<file path="src/dpram_host_pkg.sv">
// timing and layout constants for the dual-port sram host controller
// assumes a 25 MHz sys_clk; all pin timings expressed in ns then cycles
package dpram_host_pkg;
  localparam int ClkPeriodNs    = 40;
  localparam int AddrWidth      = 14;
  localparam int DataWidth      = 16;
  localparam int FlagAddrWidth  = 3;
  // minimum pin times, ns, slowest grade
  localparam int EnableToEndNs  = 45;
  localparam int AddrToEndNs    = 45;
  localparam int WritePulseNs   = 40;
  localparam int FloatNs        = 25;
  localparam int DataSetupNs    = 30;
  localparam int FlagWrToRdNs   = 5;
  localparam int ReadAccessNs   = 55;
  // derived cycle counts, least times round up
  function automatic int ceilCycles(input int ns);
    int c;
    c = (ns + ClkPeriodNs - 1) / ClkPeriodNs;
    return (c < 1) ? 1 : c;
  endfunction
  localparam int EnableCycles   = ceilCycles(EnableToEndNs);
  localparam int AddrCycles     = ceilCycles(AddrToEndNs);
  localparam int PulseCycles    = ceilCycles(WritePulseNs);
  localparam int FloatSetCycles = ceilCycles(FloatNs + DataSetupNs);
  localparam int FlagGapCycles  = ceilCycles(FlagWrToRdNs);
  localparam int ReadCycles     = ceilCycles(ReadAccessNs);
  localparam int CntWidth       = 4;
  typedef enum logic [1:0] {
    CmdRamWrite,
    CmdRamRead,
    CmdFlagWrite,
    CmdFlagRead
  } cmd_e;
endpackage

</file>
<file path="src/pin_sync.sv">
// three-stage synchroniser for the bidirectional data pins
// assumes sys_clk; first stage feeds only the second stage
`timescale 1ns/10ps
module pin_sync #(
  parameter int Width = 16
) (
  // clocking
  input  wire logic             sys_clk,
  input  wire logic             rst_n,
  input  wire logic             clkEn,
  // data
  input  wire logic [Width-1:0] pinIn,
  output logic      [Width-1:0] syncOut
);
  logic [Width-1:0] s1Q;
  logic [Width-1:0] s2Q;
  logic [Width-1:0] s3Q;
  logic [Width-1:0] outQ;

  // a value counts once stages two and three agree
  always_ff @(posedge sys_clk or negedge rst_n) begin
    if (!rst_n) begin
      s1Q  <= '0;
      s2Q  <= '0;
      s3Q  <= '0;
      outQ <= '0;
    end else if (clkEn) begin
      s1Q <= pinIn;
      s2Q <= s1Q;
      s3Q <= s2Q;
      if (s2Q == s3Q) begin
        outQ <= s3Q;
      end
    end
  end

  assign syncOut = outQ;
endmodule

</file>
<file path="src/dpram_host.sv">
// host-side controller driving one port of an asynchronous dual-port sram
// assumes one sys_clk domain; user issues a command with reqValid/reqReady
//
// Notes on behaviour
// - select ram or flag, hold through enable time
// - address changes only with strobe high
// - strobe pulse covers float plus data setup
// - address valid long enough before write end
// - enable asserted long enough before write end
// - data valid long enough, zero hold allowed
// - host meets data hold always
// - host never drives while device drives
// - wait after flag write before reading
// - chip enable high across flag sequence
`timescale 1ns/10ps
module dpram_host #(
  parameter int AddrW = dpram_host_pkg::AddrWidth,
  parameter int DataW = dpram_host_pkg::DataWidth
) (
  // clocking
  input  wire logic             sys_clk,
  input  wire logic             rst_n,
  input  wire logic             clkEn,
  // user command
  input  wire logic             reqValid,
  output logic                  reqReady,
  input  wire logic [1:0]       reqCmd,
  input  wire logic [AddrW-1:0] reqAddr,
  input  wire logic [DataW-1:0] reqData,
  input  wire logic [1:0]       reqByteEn,
  // user answer
  output logic                  rspValid,
  output logic [DataW-1:0]      rspData,
  // sram control pins, active low
  output logic                  chip_enable_n,
  output logic                  flag_select_n,
  output logic                  rw_n,
  output logic                  output_enable_n,
  output logic                  upper_byte_enable_n,
  output logic                  lower_byte_enable_n,
  output logic [AddrW-1:0]      addr,
  // sram data pins
  input  wire logic [DataW-1:0] dataIn,
  output logic [DataW-1:0]      dataOut,
  output logic                  dataOe
);
  typedef enum logic [2:0] {
    Idle, Setup, Strobe, Recover, ReadWait, FlagGap
  } state_e;
  localparam int CW = dpram_host_pkg::CntWidth;
  localparam logic [CW-1:0] PulseCnt = CW'(dpram_host_pkg::PulseCycles);
  localparam logic [CW-1:0] ReadCnt  = CW'(dpram_host_pkg::ReadCycles + 3);
  localparam logic [CW-1:0] GapCnt   = CW'(dpram_host_pkg::FlagGapCycles);

  state_e stateQ, stateD;
  logic [CW-1:0] cntQ, cntD;
  logic          isFlagQ, isWriteQ;
  logic          ceQ, selFlagQ, rwQ, oeQ, upperQ, lowerQ, drvQ, rdyQ, rvQ;
  logic [1:0]    reqByteEnQ;
  logic [AddrW-1:0] addrQ;
  logic [DataW-1:0] doQ, rdQ;
  logic [DataW-1:0] syncData;
  logic          take, cmdFlag, cmdWrite, cntDone;

  pin_sync #(.Width(DataW)) uSync (
    .sys_clk (sys_clk),
    .rst_n   (rst_n),
    .clkEn   (clkEn),
    .pinIn   (dataIn),
    .syncOut (syncData)
  );

  // command decode
  assign take     = reqValid && rdyQ;
  assign cmdFlag  = reqCmd[1];
  assign cmdWrite = !reqCmd[0];
  assign cntDone  = (cntQ == '0);

  // sequencer: setup, strobe, recover for writes; strobe then wait for reads
  always_comb begin
    stateD = stateQ;
    cntD   = cntDone ? cntQ : cntQ - CW'(1);
    unique case (stateQ)
      Idle:     if (take) stateD = Setup;
      Setup: begin
        stateD = Strobe;
        cntD   = isWriteQ ? PulseCnt : ReadCnt;
      end
      Strobe:   if (cntDone) begin
        stateD = isWriteQ ? Recover : ReadWait;
      end
      Recover: begin
        stateD = isFlagQ ? FlagGap : Idle;
        cntD   = GapCnt;
      end
      ReadWait: stateD = Idle;
      FlagGap:  if (cntDone) stateD = Idle;
      default:  stateD = Idle; // two spare codes, fall back to idle
    endcase
  end

  // pin registers: every pin output comes from a flop
  always_ff @(posedge sys_clk or negedge rst_n) begin
    if (!rst_n) begin
      stateQ <= Idle;
      cntQ   <= '0;
      {isFlagQ, isWriteQ} <= 2'h0;
      {ceQ, selFlagQ, rwQ, oeQ, upperQ, lowerQ} <= 6'h3F;
      {drvQ, rdyQ, rvQ} <= 3'h2;
      addrQ  <= '0;
      doQ    <= '0;
      rdQ    <= '0;
    end else if (clkEn) begin
      stateQ <= stateD;
      cntQ   <= cntD;
      rvQ    <= 1'b0;
      if (take) begin
        // address moves only while all controls are high
        isFlagQ  <= cmdFlag;
        isWriteQ <= cmdWrite;
        addrQ    <= reqAddr;
        doQ      <= reqData;
        rdyQ     <= 1'b0;
        oeQ      <= 1'b1; // output enable high so short pulse is legal
      end
      if (stateQ == Setup) begin
        // exactly one of ram or flag selected; flag keeps ce high
        ceQ      <= isFlagQ;
        selFlagQ <= !isFlagQ;
        // ram lanes from byte enables; flag access keeps both low
        upperQ   <= isFlagQ ? 1'b0 : !reqByteEnQ[1];
        lowerQ   <= isFlagQ ? 1'b0 : !reqByteEnQ[0];
        rwQ  <= !isWriteQ; // enable and strobe fall together
        oeQ  <= isWriteQ;
        drvQ <= isWriteQ;  // data valid for the whole pulse
      end
      if ((stateQ == Strobe) && cntDone) begin
        // enable and strobe rise together ending the write
        {ceQ, selFlagQ, rwQ, oeQ, upperQ, lowerQ} <= 6'h3F;
        drvQ <= 1'b0;  // released at write end, zero hold after the strobe rises
        if (!isWriteQ) begin
          // flag read: every bit carries the flag, take bit 0
          rdQ <= isFlagQ ? {DataW{syncData[0]}} : syncData;
          rvQ <= 1'b1;
        end
      end
      if ((stateD == Idle) && (stateQ != Idle)) begin
        rdyQ <= 1'b1; // flag read waits out the write gap
      end
    end
  end

  // byte enables captured with the command
  always_ff @(posedge sys_clk or negedge rst_n) begin
    if (!rst_n) begin
      reqByteEnQ <= 2'h0;
    end else if (clkEn && take) begin
      reqByteEnQ <= reqByteEn;
    end
  end

  // outputs straight from flops
  assign reqReady            = rdyQ;
  assign rspValid            = rvQ;
  assign rspData             = rdQ;
  assign chip_enable_n       = ceQ;
  assign flag_select_n       = selFlagQ;
  assign rw_n                = rwQ;
  assign output_enable_n     = oeQ;
  assign upper_byte_enable_n = upperQ;
  assign lower_byte_enable_n = lowerQ;
  assign addr                = addrQ;
  assign dataOut             = doQ;
  assign dataOe              = drvQ;
endmodule

</file>
<file path="config.mk">
export PLATFORM = sky130hd
export DESIGN_NAME = dpram_host
export DESIGN_NICKNAME = d
export VERILOG_FILES = /design/src/dpram_host_pkg.sv /design/src/pin_sync.sv /design/src/dpram_host.sv
export SDC_FILE = /design/constraint.sdc
export NUM_CORES = 1
export LEC_CHECK = 0
export ABC_AREA = 1
export BUFFER_PORTS_ARGS = -buffer_cell sky130_fd_sc_hd__buf_2
export CORE_UTILIZATION = 62
export CTS_BUF_LIST = sky130_fd_sc_hd__clkbuf_8
export DETAILED_ROUTE_END_ITERATION = 7
export GPL_ROUTABILITY_DRIVEN = 0
export PLACE_DENSITY = 0.85
export SETUP_SLACK_MARGIN = 0.4
export SLEW_MARGIN = 0
export SYNTH_ARGS = -nofsm -noshare
export SYNTH_HDL_FRONTEND = slang
export SYNTH_HIERARCHICAL = 1
export SYNTH_SLANG_ARGS = --single-unit
</file>
<file path="constraint.sdc">
create_clock -name sys_clk -period 3.9 [get_ports sys_clk]
set_input_delay 0.78 -clock sys_clk [delete_from_list [all_inputs] [get_ports sys_clk]]
set_output_delay 0.78 -clock sys_clk [all_outputs]
set_load 0.05 [all_outputs]
</file>
# Yosys cells after proc, flatten, opt, wreduce, memory -nomap -nowiden
# Index checks and enable logic that the tools add are counted.
# word_totals
regBits,130
in_bits,54
out_inout_bits,55
wordCells,83
# classes
addsub,1
eq_ne,6
n_mux,31
n_bitwise,1
reduce_logical,23
# ops
cell,n
2-to-1 mux 1 bit,21
2-to-1 mux 3 bit,6
== test 16 bit,1
2-to-1 mux 16 bit,1
case mux 3 bit (5 select lines),1
AND reduction 2 bit,6
case mux 4 bit (2 select lines),1
== test 3 x 2 -> 1 bit (second input constant),2
zero test 3 bit,2
nonzero test 3 bit,2
zero test 1 bit,5
logical AND 1 bit,4
zero test 4 bit,1
2-to-1 mux 4 bit,1
nonzero test 2 bit,2
subtractor 4 x 1 -> 4 bit (second input constant),1
== test 3 x 1 -> 1 bit (second input constant),1
== test 3 bit (second input constant),1
inequality test 3 x 1 -> 1 bit (second input constant),1
AND reduction 3 bit,1
inverter 1 bit,1

# Logic depth before layout (Yosys ltp)
# depth
word_depth,7
mapped_depth,10
ltp_nobuf,10

# Modules after synthesis
# Netlist, hierarchy kept.
# modules_own_cells
mod,instances,cells_per_inst,area_each_um2,seq_area_each_um2
dpram_host,1,295,2882.8,1660.3
pin_sync,1,286,2726.4,1601.5

# Worst setup path before layout
# Ideal clock, no wire load.
# synth_timing
path_type,input to register
start,input clkEn
end,register addrQ[10] (netlist: addr[10])
setup_ps,125
arrival_ps,1742
required_time_ps,3775
setup_slack_ps,2034
stages,5
path_buffers,3
path_cell_list,buf_2 nand2_1 buf_2 buf_2 mux2_2
# synth_via
elab_chain_cells,1
# synth_lines
element,line_no,text
start: declaration,dpram_host.sv:23,"input wire logic clkEn,"
AND reduction 2 bit (no source line),-,
end signal: assignment,dpram_host.sv:121,addrQ <= reqAddr;
end: declaration,dpram_host.sv:60,logic [AddrW-1:0] addrQ;
# No other way between the ends.
# A chain may end at the register's enable or synchronous reset.

# Final worst setup path
# layout_timing
start,register ceQ (netlist: chip_enable_n)
end,output chip_enable_n
# layout_lines
element,line_no,text
start: declaration,dpram_host.sv:58,"logic ceQ, selFlagQ, rwQ, oeQ, upperQ, lowerQ, drvQ, rdyQ, rvQ;"
start signal: assignment,dpram_host.sv:128,ceQ <= isFlagQ;
end: declaration,dpram_host.sv:35,"output logic chip_enable_n,"
# No word-level cell between the ends.

==> impl_metrics.prom <==
# TYPE chip_impl_metric gauge
chip_impl_metric{name="wl_cell",unit="um"} 13.6
chip_impl_metric{name="power.density",unit="mW/mm^2"} 735
chip_impl_metric{name="grt_pass1_wl",unit="mm"} 18.7
chip_impl_metric{name="clock_path_buffers",unit=""} 2
chip_impl_metric{name="timing.final.hold_violations",unit=""} 0
chip_impl_metric{name="die_width",unit="um"} 97.1
chip_impl_metric{name="drive_gt1_share",unit="%"} 30.8
chip_impl_metric{name="antenna_violations_before_repair",unit=""} 0
chip_impl_metric{name="finalMaxSlewViolations",unit=""} 0
chip_impl_metric{name="htree_levels",unit=""} 4
chip_impl_info{name="critical_path_launch_point_type",value="register"} 1
chip_impl_metric{name="synthesis.nets",unit=""} 636
chip_impl_metric{name="synth.lib_cells_used.distinct",unit=""} 29
chip_impl_metric{name="placed_area",unit="sq mm"} 0.00618
chip_impl_metric{name="yosys.area.top_type_share",unit="%"} 54.9
chip_impl_metric{name="max_slew.worst_pin.slew",unit="ns"} 0.830
chip_impl_metric{name="worst_path_largest_cell_delay",unit="ns"} 0.55
chip_impl_info{name="final_common_cell",value="sky130_fd_sc_hd__nand2_1"} 1
chip_impl_metric{name="wl_final",unit="mm"} 11.1
chip_impl_metric{name="1st_iter_drt_viols",unit=""} 201
chip_impl_metric{name="fin_worst_skew",unit="ns"} 0.0170
chip_impl_metric{name="timing.hold.ws",unit="ns"} 0.449
chip_impl_metric{name="multi_input_area",unit="sq mm"} 0.00204
chip_impl_metric{name="clock-sinks",unit=""} 130
chip_impl_info{name="run_status",value="finished, final reports clean"} 1
chip_impl_metric{name="fin_crit",unit="ns"} 2.02
chip_impl_metric{name="via_count",unit=""} 4239
chip_impl_metric{name="path_clk_slew",unit="ns"} 0.09
chip_impl_metric{name="initial_core_util",unit="%"} 64.3
chip_impl_info{name="yosys-top-cells-area",value="sky130_fd_sc_hd__dfrtp_1 55%, sky130_fd_sc_hd__nand2_1 15%, sky130_fd_sc_hd__mux2_2 9.4%, sky130_fd_sc_hd__o21ai_0 3.3%, sky130_fd_sc_hd__dfstp_2 3.3%"} 1
chip_impl_metric{name="pin_count",unit=""} 109
chip_impl_metric{name="worst_ep_required_time",unit="ns"} 3.12
chip_impl_metric{name="grt_max_degree",unit=""} 85
chip_impl_info{name="unrepaired_setup_endpoints_after_global_routing",value="false"} 1
chip_impl_metric{name="final_nets",unit=""} 744
chip_impl_metric{name="post_cts_hold_buffer_count",unit=""} 0
chip_impl_info{name="worstSetupPathType",value="register to output port"} 1
chip_impl_info{name="synth-main-ff-cell",value="sky130_fd_sc_hd__dfrtp_1"} 1
chip_impl_metric{name="max_rail_drop_vdd",unit="uV"} 616
chip_impl_metric{name="slew_headroom",unit="%"} 44.6
chip_impl_metric{name="fin_crit_sh",unit="%"} 51.8
chip_impl_metric{name="dp.final_hpwl",unit="mm"} 7.55
chip_impl_metric{name="seqPwrFrac",unit="%"} 39.3
chip_impl_info{name="slowest_cell_on_crit_path",value="sky130_fd_sc_hd__dfstp_2"} 1
chip_impl_metric{name="total_die_area",unit="sq mm"} 0.00943
chip_impl_info{name="yosysTopAreaCell",value="sky130_fd_sc_hd__dfrtp_1"} 1
chip_impl_metric{name="drv.max_cap_violation_count",unit=""} 0
chip_impl_metric{name="first_global_vias",unit=""} 4070
chip_impl_metric{name="ys_seq_area_share",unit="%"} 58.2
chip_impl_metric{name="grt_remaining_overflow",unit=""} 0
chip_impl_metric{name="worst_skew_pair.late_latency",unit="ns"} 0.43
chip_impl_metric{name="cell_internal_power",unit="uW"} 2780
chip_impl_metric{name="area.sequential",unit="sq mm"} 0.00326
chip_impl_metric{name="detail_route.first_pass.iterations",unit=""} 5
chip_impl_info{name="clock_tree_from_tritoncts",value="built"} 1
chip_impl_metric{name="cp_num_buf_inv",unit=""} 1
chip_impl_metric{name="switching_share",unit="%"} 42.8
chip_impl_metric{name="synth.ff_latch_count",unit=""} 130
chip_impl_metric{name="viasPerCell",unit=""} 5.23
chip_impl_metric{name="netSwitchingPower",unit="uW"} 2070
chip_impl_metric{name="fp.dieH",unit="um"} 97.1
chip_impl_metric{name="synth.avg_cell_area",unit="sq um"} 9.65
chip_impl_metric{name="drtAntennaViolNets",unit=""} 0
chip_impl_metric{name="syn-cell-area",unit="sq mm"} 0.00561
chip_impl_metric{name="clock_power_share",unit="%"} 24.3
chip_impl_info{name="timing.critical_path.to_type",value="output port"} 1
chip_impl_metric{name="cts-buffers-inserted",unit=""} 17
chip_impl_info{name="min_path_type",value="primary input to asynchronous set/reset pin"} 1
chip_impl_metric{name="placeableCoreArea",unit="sq mm"} 0.00872
chip_impl_metric{name="timing.critical_path.arrival",unit="ns"} 1.24
chip_impl_info{name="timing.critical_path.cells",value="buf_2"} 1
chip_impl_metric{name="floorplan.rows",unit=""} 34
chip_impl_metric{name="async_reset_ff_share",unit="%"} 100
chip_impl_metric{name="clock.fmax",unit="MHz"} 495
chip_impl_metric{name="filler_cells",unit=""} 604
chip_impl_metric{name="final-setup-viol-count",unit=""} 0
chip_impl_metric{name="postLayoutCellArea",unit="sq mm"} 0.00660
chip_impl_metric{name="synth_cells",unit=""} 581
chip_impl_metric{name="post_cts_sizing_count",unit=""} 0
chip_impl_metric{name="antenna_cells",unit=""} 0
chip_impl_metric{name="port_buffer_count",unit=""} 108
chip_impl_metric{name="synth-warning-count",unit=""} 6
chip_impl_metric{name="areaGrowthSynthToFinish",unit="%"} 17.6
chip_impl_metric{name="critPathMaxFanout",unit=""} 2
chip_impl_metric{name="synth-edff-count",unit=""} 0
chip_impl_metric{name="sum_neg_setup_slack",unit="ns"} 0
chip_impl_metric{name="power.leakage",unit="uW"} 0.00355
chip_impl_metric{name="combinationalPowerShare",unit="%"} 36.5
chip_impl_info{name="cts_root_buf",value="sky130_fd_sc_hd__clkbuf_8"} 1
chip_impl_metric{name="detail_route.drc_violations",unit=""} 0
chip_impl_metric{name="total_global_route_track_usage",unit="%"} 25.0
chip_impl_info{name="commonest_cells_after_routing_fill_and_taps_aside",value="218 x sky130_fd_sc_hd__nand2_1, 123 x sky130_fd_sc_hd__dfrtp_1, 107 x sky130_fd_sc_hd__buf_2, 47 x sky130_fd_sc_hd__mux2_2, 37 x sky130_fd_sc_hd__o21ai_0"} 1
chip_impl_info{name="critPathTopFamily",value="flip-flops"} 1
chip_impl_metric{name="post_cts_buffers",unit=""} 0
-- cell usage after synthesis (all sizes together) (2+ instances only) --
master / count
a21oi: 8
buf: 16
clkbuf: 8
dfrtp: 123
dfstp: 7
inv: 41
mux2: 47
nand2: 221
nand3: 13
nand4: 18
nor2: 28
o21ai: 43
xnor2: 2
xor2: 2
-- metal layers --
| metal | global-route usage, % | part of all wire (%) | vias to the layer above | wire length (um) |
|---|---|---|---|---|
| met5 | 0 | 0 | - | 0 |
| met4 | 10.2 | 1.9 | 0 | 212 |
| met3 | 5.18 | 4.1 | 24 | 449 |
| met2 | 40.5 | 50 | 115 | 5530 |
| met1 | 33.2 | 44 | 2012 | 4860 |
| li1 | - | - | 2088 | - |
-- flip-flops by register name, summed over array words and instances, names as in the netlist, 2 cells and up --
name           cells
rspData           16
uSync/s3Q         16
uSync/s1Q         16
uSync/s2Q         16
stateQ             3
reqByteEnQ         2
cntQ               4
uSync/syncOut     16
dataOut           16
addr              14
-- power by group through the flow --
stage / Clock, uW / Sequential, uW / Combinational (uW)
finish: 1180 / 1910 / 1770
global route: 1260 / 1950 / 1890
CTS: 1190 / 1900 / 1770
detailed placement: 0 / 1920 / 1760
global placement: 0 / 1900 / 1700
floorplan: 0 / 2590 / 677
-- cell type report --
cell class	count	area share, %
timing repair buffer	113	8.80
tap	108	2.05
sequential	130	49.4
inverter	42	2.43
clock inverter	14	2.52
clock buffer	18	3.76
multi-input combinational	385	31.0
-- worst paths after layout --
check                                                  end  depth (start not counted)                 startpoint  slack [ns]
max                                          chip_enable_n                          1  chip_enable_n$_DFFE_PN1P_        1.88
min reg2reg                         rspData[2]$_DFFE_PN0P_                          2     rspData[2]$_DFFE_PN0P_        0.47
min in group sys_clk                rspData[2]$_DFFE_PN0P_                          2     rspData[2]$_DFFE_PN0P_        0.47
max in group asynchronous  lower_byte_enable_n$_DFFE_PN1P_                          2                      rst_n        2.54
min                               uSync/s1Q[3]$_DFFE_PN0P_                          1                      rst_n        0.45
max reg2reg                        rspData[13]$_DFFE_PN0P_                          9        cntQ[0]$_DFFE_PN0P_        1.95
-- cell families after synthesis --
group / synth area share [%]
simple gates: 21.5
flops: 58.2
buf+inv: 5.40
compound gates: 4.68
mux: 9.44
xor+xnor: 0.625
fa+ha+maj: 0.223
-- stage by stage --
| stage | std cells | power [uW] | utilization (%) | setup WS (ns) |
|---|---|---|---|---|
| after floorplan | 581 | 3270 | - | 2.03 |
| after detailed placement | 778 | 3680 | 70.9 | 1.56 |
| after global routing | 810 | 5090 | 75.6 | 1.75 |
| after global placement | 778 | 3610 | 70.9 | 1.63 |
| after CTS | 810 | 4870 | 75.6 | 1.87 |
| final | 810 | 4850 | 75.6 | 1.88 |
No activity file was read; power rests on OpenSTA's default activity.
